[config.mk]
export PLATFORM = sky130hd
export DESIGN_NAME = tmc_timer
export DESIGN_NICKNAME = d
export VERILOG_FILES = /design/src/verilog/tmc_pkg.sv /design/src/verilog/tmc_tick_if.sv /design/src/verilog/tmc_prescale.sv /design/src/verilog/tmc_timer.sv
export VERILOG_INCLUDE_DIRS = /design/src /design/src/verilog
export SDC_FILE = /design/constraint.sdc
export NUM_CORES = 1
export LEC_CHECK = 0
export ABC_AREA = 1
export BUFFER_PORTS_ARGS = -buffer_cell sky130_fd_sc_hd__buf_2
export CORE_ASPECT_RATIO = 1.5
export CORE_UTILIZATION = 38
export CTS_CLUSTER_SIZE = 28
export DETAILED_ROUTE_END_ITERATION = 6
export PLACE_DENSITY_LB_ADDON = 0.1
export SLEW_MARGIN = 20
export SYNTH_ARGS = -nofsm -noshare
export SYNTH_HDL_FRONTEND = slang
export SYNTH_SLANG_ARGS = --single-unit
export TNS_END_PERCENT = 5
[constraint.sdc]
create_clock -name clock_i -period 2.2 [get_ports clock_i]
set_clock_uncertainty 0.1 [all_clocks]
set_input_delay 0.44 -clock clock_i [delete_from_list [all_inputs] [get_ports clock_i]]
set_output_delay 0.44 -clock clock_i [all_outputs]
set_load 0.01 [all_outputs]
[src/verilog/tmc_regs.svh]
// Register offsets, field positions, reset values and counts for the timer.
// Assumes inclusion by bare name from package and design files.
`ifndef TMC_REGS_SVH
`define TMC_REGS_SVH
`define TMC_CTRL_OFS 4'h0
`define TMC_COUNT_LO_OFS 4'h4
`define TMC_COUNT_HI_OFS 4'h8
`define TMC_STATUS_OFS 4'hc
`define TMC_CTRL_ON_BIT 15
`define TMC_CTRL_IDLE_BIT 13
`define TMC_CTRL_GATE_BIT 6
`define TMC_CTRL_PS_HI 5
`define TMC_CTRL_PS_LO 4
`define TMC_CTRL_WIDE_BIT 3
`define TMC_CTRL_CS_BIT 1
`define TMC_CTRL_MASK 16'ha07a
`define TMC_CTRL_RST 16'h0000
`define TMC_DIV_1 9'h001
`define TMC_DIV_8 9'h008
`define TMC_DIV_64 9'h040
`define TMC_DIV_256 9'h100
`endif

[src/verilog/tmc_pkg.sv]
// Types shared by the timer control files.
// Assumes tmc_regs.svh is on the include path.
package tmc_pkg;
  typedef enum logic [1:0] {
    TMC_PS_1 = 2'b00,
    TMC_PS_8 = 2'b01,
    TMC_PS_64 = 2'b10,
    TMC_PS_256 = 2'b11
  } tmc_ps_e;
  typedef enum logic [1:0] {
    TMC_BUS_IDLE = 2'b00,
    TMC_BUS_ACK = 2'b01
  } tmc_bus_e;
endpackage : tmc_pkg

[src/verilog/tmc_tick_if.sv]
// Interface carrying the count tick between prescaler and counter.
// Assumes one clock domain.
`timescale 1ns/1ps
interface tmc_tick_if;
  logic tick;
  modport src (output tick);
  modport dst (input tick);
endinterface : tmc_tick_if

[src/verilog/tmc_prescale.sv]
// Prescaler: turns count-source events into ticks, divided by 1/8/64/256.
// Assumes events are one-cycle pulses on clock_i.
`timescale 1ns/1ps
`include "tmc_regs.svh"
module tmc_prescale
  import tmc_pkg::*;
(
  // Clock and reset
  input wire logic clock_i,
  input wire logic rstn_i,
  // Control
  input wire logic clear_i,
  input wire logic event_i,
  input wire tmc_ps_e ps_i,
  // Tick out
  tmc_tick_if.src tick_o
);
  logic [8:0] cnt_r;
  logic [8:0] div;
  logic tick_r;

  always_comb begin
    case (ps_i)
      TMC_PS_8: div = `TMC_DIV_8;
      TMC_PS_64: div = `TMC_DIV_64;
      TMC_PS_256: div = `TMC_DIV_256;
      default: div = `TMC_DIV_1;
    endcase
  end

  // A cleared prescaler restarts from zero so a new ratio takes clean effect.
  always_ff @(posedge clock_i or negedge rstn_i) begin
    if (!rstn_i) begin
      cnt_r <= 9'h000;
      tick_r <= 1'b0;
    end else if (clear_i) begin
      cnt_r <= 9'h000;
      tick_r <= 1'b0;
    end else if (event_i) begin
      if (cnt_r == div - 9'h001) begin
        cnt_r <= 9'h000;
        tick_r <= 1'b1;
      end else begin
        cnt_r <= cnt_r + 9'h001;
        tick_r <= 1'b0;
      end
    end else begin
      tick_r <= 1'b0;
    end
  end

  assign tick_o.tick = tick_r;
endmodule : tmc_prescale

[src/verilog/tmc_timer.sv]
// Timer control top: control register, clock select, gating, 16/32 count.
// Assumes Avalon-MM master, pins synchronous to clock_i.
//
// Contract
// - Run bit starts and stops counting, whole pair in wide mode.
// - Idle-stop bit set halts the timer while the device idles.
// - Gate enable accumulates while gate pin high, internal clock only.
// - Prescale codes 11,10,01,00 divide by 256, 64, 8 and 1.
// - Wide mode bit joins this timer and its neighbour as 32 bits.
// - Clock source bit picks external rising edges or instruction clock.
`timescale 1ns/1ps
`include "tmc_regs.svh"
module tmc_timer
  import tmc_pkg::*;
(
  // Clock and reset
  input wire logic clock_i,
  input wire logic rstn_i,
  // Avalon-MM slave
  input wire logic [3:0] avs_address_i,
  input wire logic avs_read_i,
  input wire logic avs_write_i,
  input wire logic [31:0] avs_writedata_i,
  input wire logic [3:0] avs_byteenable_i,
  output logic [31:0] avs_readdata_o,
  output logic avs_waitrequest_o,
  // Device state and pins
  input wire logic idle_i,
  input wire logic instruction_clock_i,
  input wire logic ext_timer_clock_pin_i,
  input wire logic gate_pin_i,
  // Timer outputs
  output logic [31:0] count_o,
  output logic running_o
);
  // ==========================================================
  // Register bus
  logic [15:0] ctrl_r;
  logic [31:0] count_r;
  logic [31:0] rdata_r;
  logic wait_r;
  tmc_bus_e bus_r;
  logic req;
  logic wr_ctrl;
  logic wr_lo;
  logic wr_hi;
  logic [31:0] rsel;

  assign req = avs_read_i | avs_write_i;
  // Every request answers on the cycle after it is seen.
  assign wr_ctrl = avs_write_i && bus_r == TMC_BUS_IDLE &&
                   avs_address_i == `TMC_CTRL_OFS;
  assign wr_lo = avs_write_i && bus_r == TMC_BUS_IDLE &&
                 avs_address_i == `TMC_COUNT_LO_OFS;
  assign wr_hi = avs_write_i && bus_r == TMC_BUS_IDLE &&
                 avs_address_i == `TMC_COUNT_HI_OFS;

  always_comb begin
    if (avs_address_i == `TMC_CTRL_OFS) begin
      rsel = {16'h0000, ctrl_r};
    end else if (avs_address_i == `TMC_COUNT_LO_OFS) begin
      rsel = {16'h0000, count_r[15:0]};
    end else if (avs_address_i == `TMC_COUNT_HI_OFS) begin
      rsel = {16'h0000, count_r[31:16]};
    end else if (avs_address_i == `TMC_STATUS_OFS) begin
      rsel = {31'h00000000, running_o};
    end else begin
      rsel = 32'h00000000;
    end
  end

  always_ff @(posedge clock_i or negedge rstn_i) begin
    if (!rstn_i) begin
      bus_r <= TMC_BUS_IDLE;
      wait_r <= 1'b1;
      rdata_r <= 32'h00000000;
    end else begin
      case (bus_r)
        TMC_BUS_IDLE: begin
          if (req) begin
            bus_r <= TMC_BUS_ACK;
            wait_r <= 1'b0;
            rdata_r <= avs_read_i ? rsel : 32'h00000000;
          end
        end
        default: begin
          bus_r <= TMC_BUS_IDLE;
          wait_r <= 1'b1;
        end
      endcase
    end
  end

  // ==========================================================
  // Control register
  logic [15:0] ctrl_mask;
  assign ctrl_mask = `TMC_CTRL_MASK;
  always_ff @(posedge clock_i or negedge rstn_i) begin
    if (!rstn_i) begin
      ctrl_r <= `TMC_CTRL_RST;
    end else if (wr_ctrl) begin
      if (avs_byteenable_i[0]) begin
        ctrl_r[7:0] <= avs_writedata_i[7:0] & ctrl_mask[7:0];
      end
      if (avs_byteenable_i[1]) begin
        ctrl_r[15:8] <= avs_writedata_i[15:8] & ctrl_mask[15:8];
      end
    end
  end

  // ==========================================================
  // Count source selection
  logic ext_d_r;
  logic ext_rise;
  logic src_event;
  logic run;
  logic gate_ok;
  logic clr_ps;

  always_ff @(posedge clock_i or negedge rstn_i) begin
    if (!rstn_i) begin
      ext_d_r <= 1'b0;
    end else begin
      ext_d_r <= ext_timer_clock_pin_i;
    end
  end
  assign ext_rise = ext_timer_clock_pin_i & ~ext_d_r;

  // Gating applies only to the internal clock; external ignores it.
  assign gate_ok = ctrl_r[`TMC_CTRL_CS_BIT] |
                   ~ctrl_r[`TMC_CTRL_GATE_BIT] | gate_pin_i;
  assign run = ctrl_r[`TMC_CTRL_ON_BIT] &
               ~(ctrl_r[`TMC_CTRL_IDLE_BIT] & idle_i);
  assign src_event = run & gate_ok &
                     (ctrl_r[`TMC_CTRL_CS_BIT] ? ext_rise
                      : instruction_clock_i);
  assign clr_ps = ~ctrl_r[`TMC_CTRL_ON_BIT] | wr_ctrl;

  tmc_tick_if tick_bus ();

  tmc_prescale u_prescale (
    .clock_i(clock_i),
    .rstn_i(rstn_i),
    .clear_i(clr_ps),
    .event_i(src_event),
    .ps_i(tmc_ps_e'(ctrl_r[`TMC_CTRL_PS_HI:`TMC_CTRL_PS_LO])),
    .tick_o(tick_bus.src)
  );

  // ==========================================================
  // Counter
  // In 16-bit mode the upper half belongs to the neighbour and holds still.
  always_ff @(posedge clock_i or negedge rstn_i) begin
    if (!rstn_i) begin
      count_r <= 32'h00000000;
    end else if (wr_lo) begin
      count_r[15:0] <= avs_writedata_i[15:0];
    end else if (wr_hi) begin
      count_r[31:16] <= avs_writedata_i[15:0];
    end else if (tick_bus.tick) begin
      if (ctrl_r[`TMC_CTRL_WIDE_BIT]) begin
        count_r <= count_r + 32'h00000001;
      end else begin
        count_r[15:0] <= count_r[15:0] + 16'h0001;
      end
    end
  end

  always_ff @(posedge clock_i or negedge rstn_i) begin
    if (!rstn_i) begin
      running_o <= 1'b0;
    end else begin
      running_o <= run;
    end
  end

  assign avs_readdata_o = rdata_r;
  assign avs_waitrequest_o = wait_r;
  assign count_o = count_r;
endmodule : tmc_timer

==> results of run 1 <==
==> flip-flops by register name (all words and copies together) (netlist names) <==
register	flops
running_o	1
avs_readdata_o	16
ext_d_r	1
u_prescale.cnt_r	9
ctrl_r	7
bus_r	1
avs_waitrequest_o	1
u_prescale.tick_o.tick	1
count_o	32
==> per-layer routing <==
metal	part of all wire [%]	routed length, um	up-vias
li1	-	-	2308
met1	42	6030	2130
met2	52	7530	123
met3	3.6	517	25
met4	2.8	408	0
met5	0	0	-
==> final cells by class <==
type                       count  area (um2)
tap                          153         191
sequential                    69        1730
timing repair buffer          92         505
clock buffer                  11         253
multi-input combinational    529        2510
clock inverter                 5        58.8
inverter                      64         245
fill                        1334        6520
==> Yosys cell counts, drive strengths merged (2+ instances only) <==
| library cell | instances | area [um2] |
|---|---|---|
| buf | 30 | 245 |
| o21bai | 2 | 15.0 |
| o211ai | 9 | 67.6 |
| or2 | 3 | 18.8 |
| ha | 2 | 25.0 |
| nor2 | 96 | 478 |
| nand3 | 57 | 310 |
| nand4 | 14 | 87.6 |
| nand2 | 254 | 1020 |
| inv | 64 | 245 |
| nor3 | 3 | 15.0 |
| xnor2 | 2 | 17.5 |
| nand3b | 2 | 15.0 |
| xor2 | 7 | 61.3 |
| dfrtp | 68 | 1700 |
| o21ai | 37 | 185 |
| a21oi | 22 | 110 |
==> stage by stage <==
stage | cell area, um2 | std cells
floorplan | 4740 | 693
global placement | 5180 | 907
detailed placement | 5180 | 907
CTS | 5490 | 923
global route | 5490 | 923
finish | 5490 | 923
==> logic make-up (layout without fill, tap and decap cells) <==
group	after synthesis	count (layout)	synth area share, %
adders and majority gates	2	2	0.535
other	1	16	0.0801
xor gates and xnor gates	9	9	1.68
AOI/OAI and AO/OA	72	72	8.40
buffers and inverters	95	172	10.6
DFF	69	69	36.9
and+or+nand+nor	429	429	41.6
muxes	1	1	0.241
==> worst max-delay path: cells and delay by family, from the launching register on <==
kind / cells / cell delay [ns]
fa+ha+maj: 1 / 0.23
flops: 1 / 0.43
simple gates: 9 / 1.02
==> report_power, final <==
group | total [W] | leakage (nW) | internal (W) | switching [W]
registers | 0.00217 | 0.859 | 0.00161 | 0.000561
logic | 0.00173 | 1.92 | 0.000667 | 0.00106
clock network | 0.00154 | 0.148 | 0.000940 | 0.000602
total | 0.00544 | 2.92 | 0.00321 | 0.00223
==> cell usage in the layout (no fill, tap or decap), types with 7 or more instances in the layout <==
master and count:
xor2_1 7, clkbuf_16 9, a21oi_1 22, dfrtp_1 68, nand2_1 245, buf_4 12, o211ai_1 9, nand4_1 14
inv_1 58, buf_2 79, o21ai_0 33, nand3_1 55, conb_1 16, nor2_1 73, nor2_2 18
==> path summary, 6_finish.rpt <==
check / slack (ns) / cells past startpoint / to / from
min in group clock_i: 0.12 / 1 / ext_d_r$_DFF_PN0_ / ext_timer_clock_pin_i
max in group asynchronous: 1.37 / 2 / count_o[22]$_DFFE_PN0P_ / rstn_i
worst max register to register: 0.32 / 10 / count_o[20]$_DFFE_PN0P_ / count_o[1]$_DFFE_PN0P_
worst min-delay path: -0.005 / 1 / count_o[2]$_DFFE_PN0P_ / rstn_i
worst max-delay path: 0.32 / 10 / count_o[20]$_DFFE_PN0P_ / count_o[1]$_DFFE_PN0P_
worst min register to register: 0.37 / 2 / avs_readdata_o[9]$_DFFE_PN0P_ / avs_readdata_o[9]$_DFFE_PN0P_
==> results.ini, run 1 <==
[logic_synthesis]
yosysWarnings=0
async_flop_share_pct=100
yosysSeqAreaShare_pct=36.9
ys_ff_latch=69
synthCells=678
synth_ff_type=dfrtp_1
synth_edf_count=0
syn_area_um2=4680
syn_avg_cell_area_um2=6.90
synth_cell_types=37

[sta]
fin_setup_tns_ns=0
setup_viol=0
hold_viol=15
worst_pin_slew_ns=0.580
finalWorstSetupSlack_ns=0.323
period_needed_ns=1.88
max_freq_ghz=0.533
min_period_over_period_pct=85.3
max-slew-margin-rel_pct=61.3
rsz0062_at_grt=no
finalMaxSlewViolations=0
timing.hold.ws_ns=-0.00513

[clock_tree]
clockRootBuffer=clkbuf_16
cts.sink_count=69
postCtsSetupBuffers=0
cts_max_level=3
clkLatencyLatePin_ns=0.34
cts.hold.buffers_added=0
cts_tree=built
clk_pin_slew_worst_paths_ns=0.06
post_cts_resized=0
numCtsBuffers=9
max-clock-path-buffers=2

[run_status]
status=finished with violations
violations=hold timing

[placed_design]
place.detailed.hpwl_um=11100
gp_congestion=0.877
portBuffers=79
dpl_worst_slack_ns=0.269

[route]
drcViolationCount=0
routedWlPerCell_um=15.7
vias=4586
drt_first_pass_iters=4
route.antenna.remaining_nets=0
dr.first_iter.drc_count=275
wl_um=14500
drt-vias-per-instance=4.97

[setup_path]
critPathKind=reg -> reg
crit_chain=ha_1, nand2_1, nor2_1, nand2_1, nor2_1, nand2_1, nand2_1, nand3_1, nand2_1, nand2_1
path_max_fanout=5
cp.required_ns=2.34
cp-end-kind=register
crit_path_frequent_cell=nand2_1
crit_arrival_ns=2.01
crit_path_max_incr_delay_ns=0.43
start_kind=register
cpMaxStageDelayCell=dfrtp_1

[grt]
use_met2_pct=43.7
grt.total_usage_pct=24.1
grt_max_degree=42
top_usage_layer=met2
grtUsageMet3_pct=3.78
grt_pass1_vias=4417
grt-ovfl-total=0
grt_pass1_wl_um=23000
globalRouteMet1Util_pct=28.0
antenna_found_initial=0

[floorplanning]
io_pins=114
die_area_um2=12800
std_cell_rows=49
core_area_um2=12000
dieHeight_um=138
die_w_um=92.6
start_util_pct=38.9

[layout]
final_nets=815
drive_above_1_share_pct=19.9
area_delta_synth_final_pct=17.4
final_util_pct=45.7
n_antenna_cell=0

[min_path]
hold_path_class=in -> async

[power]
p_per_area_nw_per_um2=990
irDropWorstVdd_mv=0.537
total_leakage_power_nw=2.92
p_total_w=0.00544

[run]
max-cap-violations=0

Power figures use the tool's default switching activity.
==> run 2, diff against run 1 <==
- BUFFER_PORTS_ARGS: -buffer_cell sky130_fd_sc_hd__buf_2 -> not set
- CAP_MARGIN: not set -> 20
- DONT_BUFFER_PORTS: not set -> 1
- SETUP_SLACK_MARGIN: not set -> 0.15
==> run 2 against run 1 <==
Effect of this change:
- the run still ends with hold timing left
- wire length decreased by 0.95%
- first-iteration DRC count decreased by 3.3%
- global-route usage decreased by 0.25 points
- largest power group unchanged
- non-clock buffer count decreased by 80
- clock-buffer cell count decreased by 2
- via count decreased by 6.6%
- critical path type unchanged
==> results.ini, run 2 (synthesis gave the netlist of run 1 again) <==
[run_status]
status=finished with violations
violations=hold timing

[grt]
grt_pass1_vias=4136
grt-ovfl-total=0
grt_pass1_wl_um=22500
grt_max_degree=70
grt.total_usage_pct=23.8
antenna_found_initial=0

[sta]
min_period_over_period_pct=86.1
finalMaxSlewViolations=0
hold_viol=69
fin_setup_tns_ns=0
max_freq_ghz=0.528
setup_viol=0
timing.hold.ws_ns=-0.306
rsz0062_at_grt=no
period_needed_ns=1.89

[setup_path]
cp.required_ns=2.33
path_max_fanout=5
cp-end-kind=register
critPathKind=reg -> reg
crit_arrival_ns=2.03
worstRegToRegCells=10
start_kind=register

[power]
seqPwrFrac_pct=42.6
total_leakage_power_nw=2.60
swShare_pct=39.5
irDropWorstVdd_mv=0.413
power.switching_w=0.00211
intPower_w=0.00323
clkPwrFrac_pct=31.5
combPwrFrac_pct=25.9
p_per_area_nw_per_um2=1040

[route]
wl_um=14400
drt_first_pass_iters=6
dr.first_iter.drc_count=266
drcViolationCount=0
drt-vias-per-instance=5.08
vias=4284
routedWlPerCell_um=17.0
route.antenna.remaining_nets=0

[run]
max-cap-violations=0

[layout]
n_antenna_cell=0
largest_reg_flops=32
final_nets=735
final_cell_mix=nand2_1 (245), nor2_1 (72), dfrtp_1 (68)
final_util_pct=42.6
area_delta_synth_final_pct=9.28
drive_above_1_share_pct=10.7
final_area_um2=5110
final_common_cell=nand2_1

[min_path]
hold_path_class=in -> async

[placed_design]
portBuffers=0
place.detailed.hpwl_um=10900
postPlaceCellArea_um2=4770
gp_congestion=0.894

[floorplanning]
die_w_um=92.6
io_pins=114
dieHeight_um=138
die_area_um2=12800
std_cell_rows=49
start_util_pct=38.9
core_area_um2=12000

[clock_tree]
cts_max_level=3
cts_tree=built
postCtsSetupBuffers=0
numCtsBuffers=9
max-clock-path-buffers=2
clkLatencyLatePin_ns=0.34
cts.sink_count=69
clk_pin_slew_worst_paths_ns=0.06
clockRootBuffer=clkbuf_16

[run 2: path summary, 6_finish.rpt]
check / start / to / slack, ns
worst min register to register: ctrl_r[13]$_DFFE_PN0P_ / running_o$_DFF_PN0_ / 0.40
min in group clock_i: ext_timer_clock_pin_i / ext_d_r$_DFF_PN0_ / 0.03
worst min-delay path: rstn_i / count_o[24]$_DFFE_PN0P_ / -0.31
max in group asynchronous: rstn_i / avs_waitrequest_o$_DFFE_PN1P_ / 2.11
worst max-delay path: count_o[0]$_DFFE_PN0P_ / count_o[28]$_DFFE_PN0P_ / 0.31
worst max register to register: count_o[0]$_DFFE_PN0P_ / count_o[28]$_DFFE_PN0P_ / 0.31
[run 2: area by class of cell]
class                   count  area, um2
fillers                  1311       6900
multi-input cells         529       2520
flip-flops and latches     69       1730
inverters                  64        245
clock buffers               9        225
well taps                 153        191
clock inverters             7        114
repair buffers             12       90.1
[run 2: repair_timing]
| action | CTS | global route |
|---|---|---|
| endpoints found under the setup margin | 0 | 3 |
| endpoints found under the hold margin | 69 | 69 |
| gates resized for setup | 0 | 2 |
[run 2: worst max-delay path: stages, from the launching register on]
cell     delay [ns]
dfrtp_1        0.45
ha_1           0.24
nand2_1        0.08
nor2_1         0.15
inv_1          0.10
nor2_1         0.32
nand2_1        0.10
nand2_1        0.06
nand3_1        0.06
nand2_1        0.07
nand2_1        0.04
[run 2: per-stage QoR]
| step | worst slack (ns) | total power (W) | cells |
|---|---|---|---|
| final | 0.305 | 0.00534 | 843 |
| after global routing | 0.155 | 0.00571 | 843 |
| after CTS | 0.198 | 0.00539 | 843 |
| after detailed placement | 0.203 | 0.00369 | 827 |
| after global placement | 0.254 | 0.00365 | 827 |
| after floorplan | 0.578 | 0.00317 | 693 |
[run 2: power groups by stage]
| stage | sequential [W] | clock, W | combinational, W |
|---|---|---|---|
| finish | 0.00227 | 0.00168 | 0.00138 |
| global route | 0.00235 | 0.00177 | 0.00159 |
| CTS | 0.00228 | 0.00172 | 0.00139 |
| detailed placement | 0.00230 | 0 | 0.00139 |
| global placement | 0.00229 | 0 | 0.00136 |
| floorplan | 0.00212 | 0 | 0.00105 |
[run 2: per-layer routing]
metal  track usage, %  share of wire (%)  up-vias
met5                0                  0        -
met1             25.5                 38     1995
met2             42.7                 52      121
li1                 -                  -     2140
met4             11.5                3.5        0
met3             6.96                6.6       28
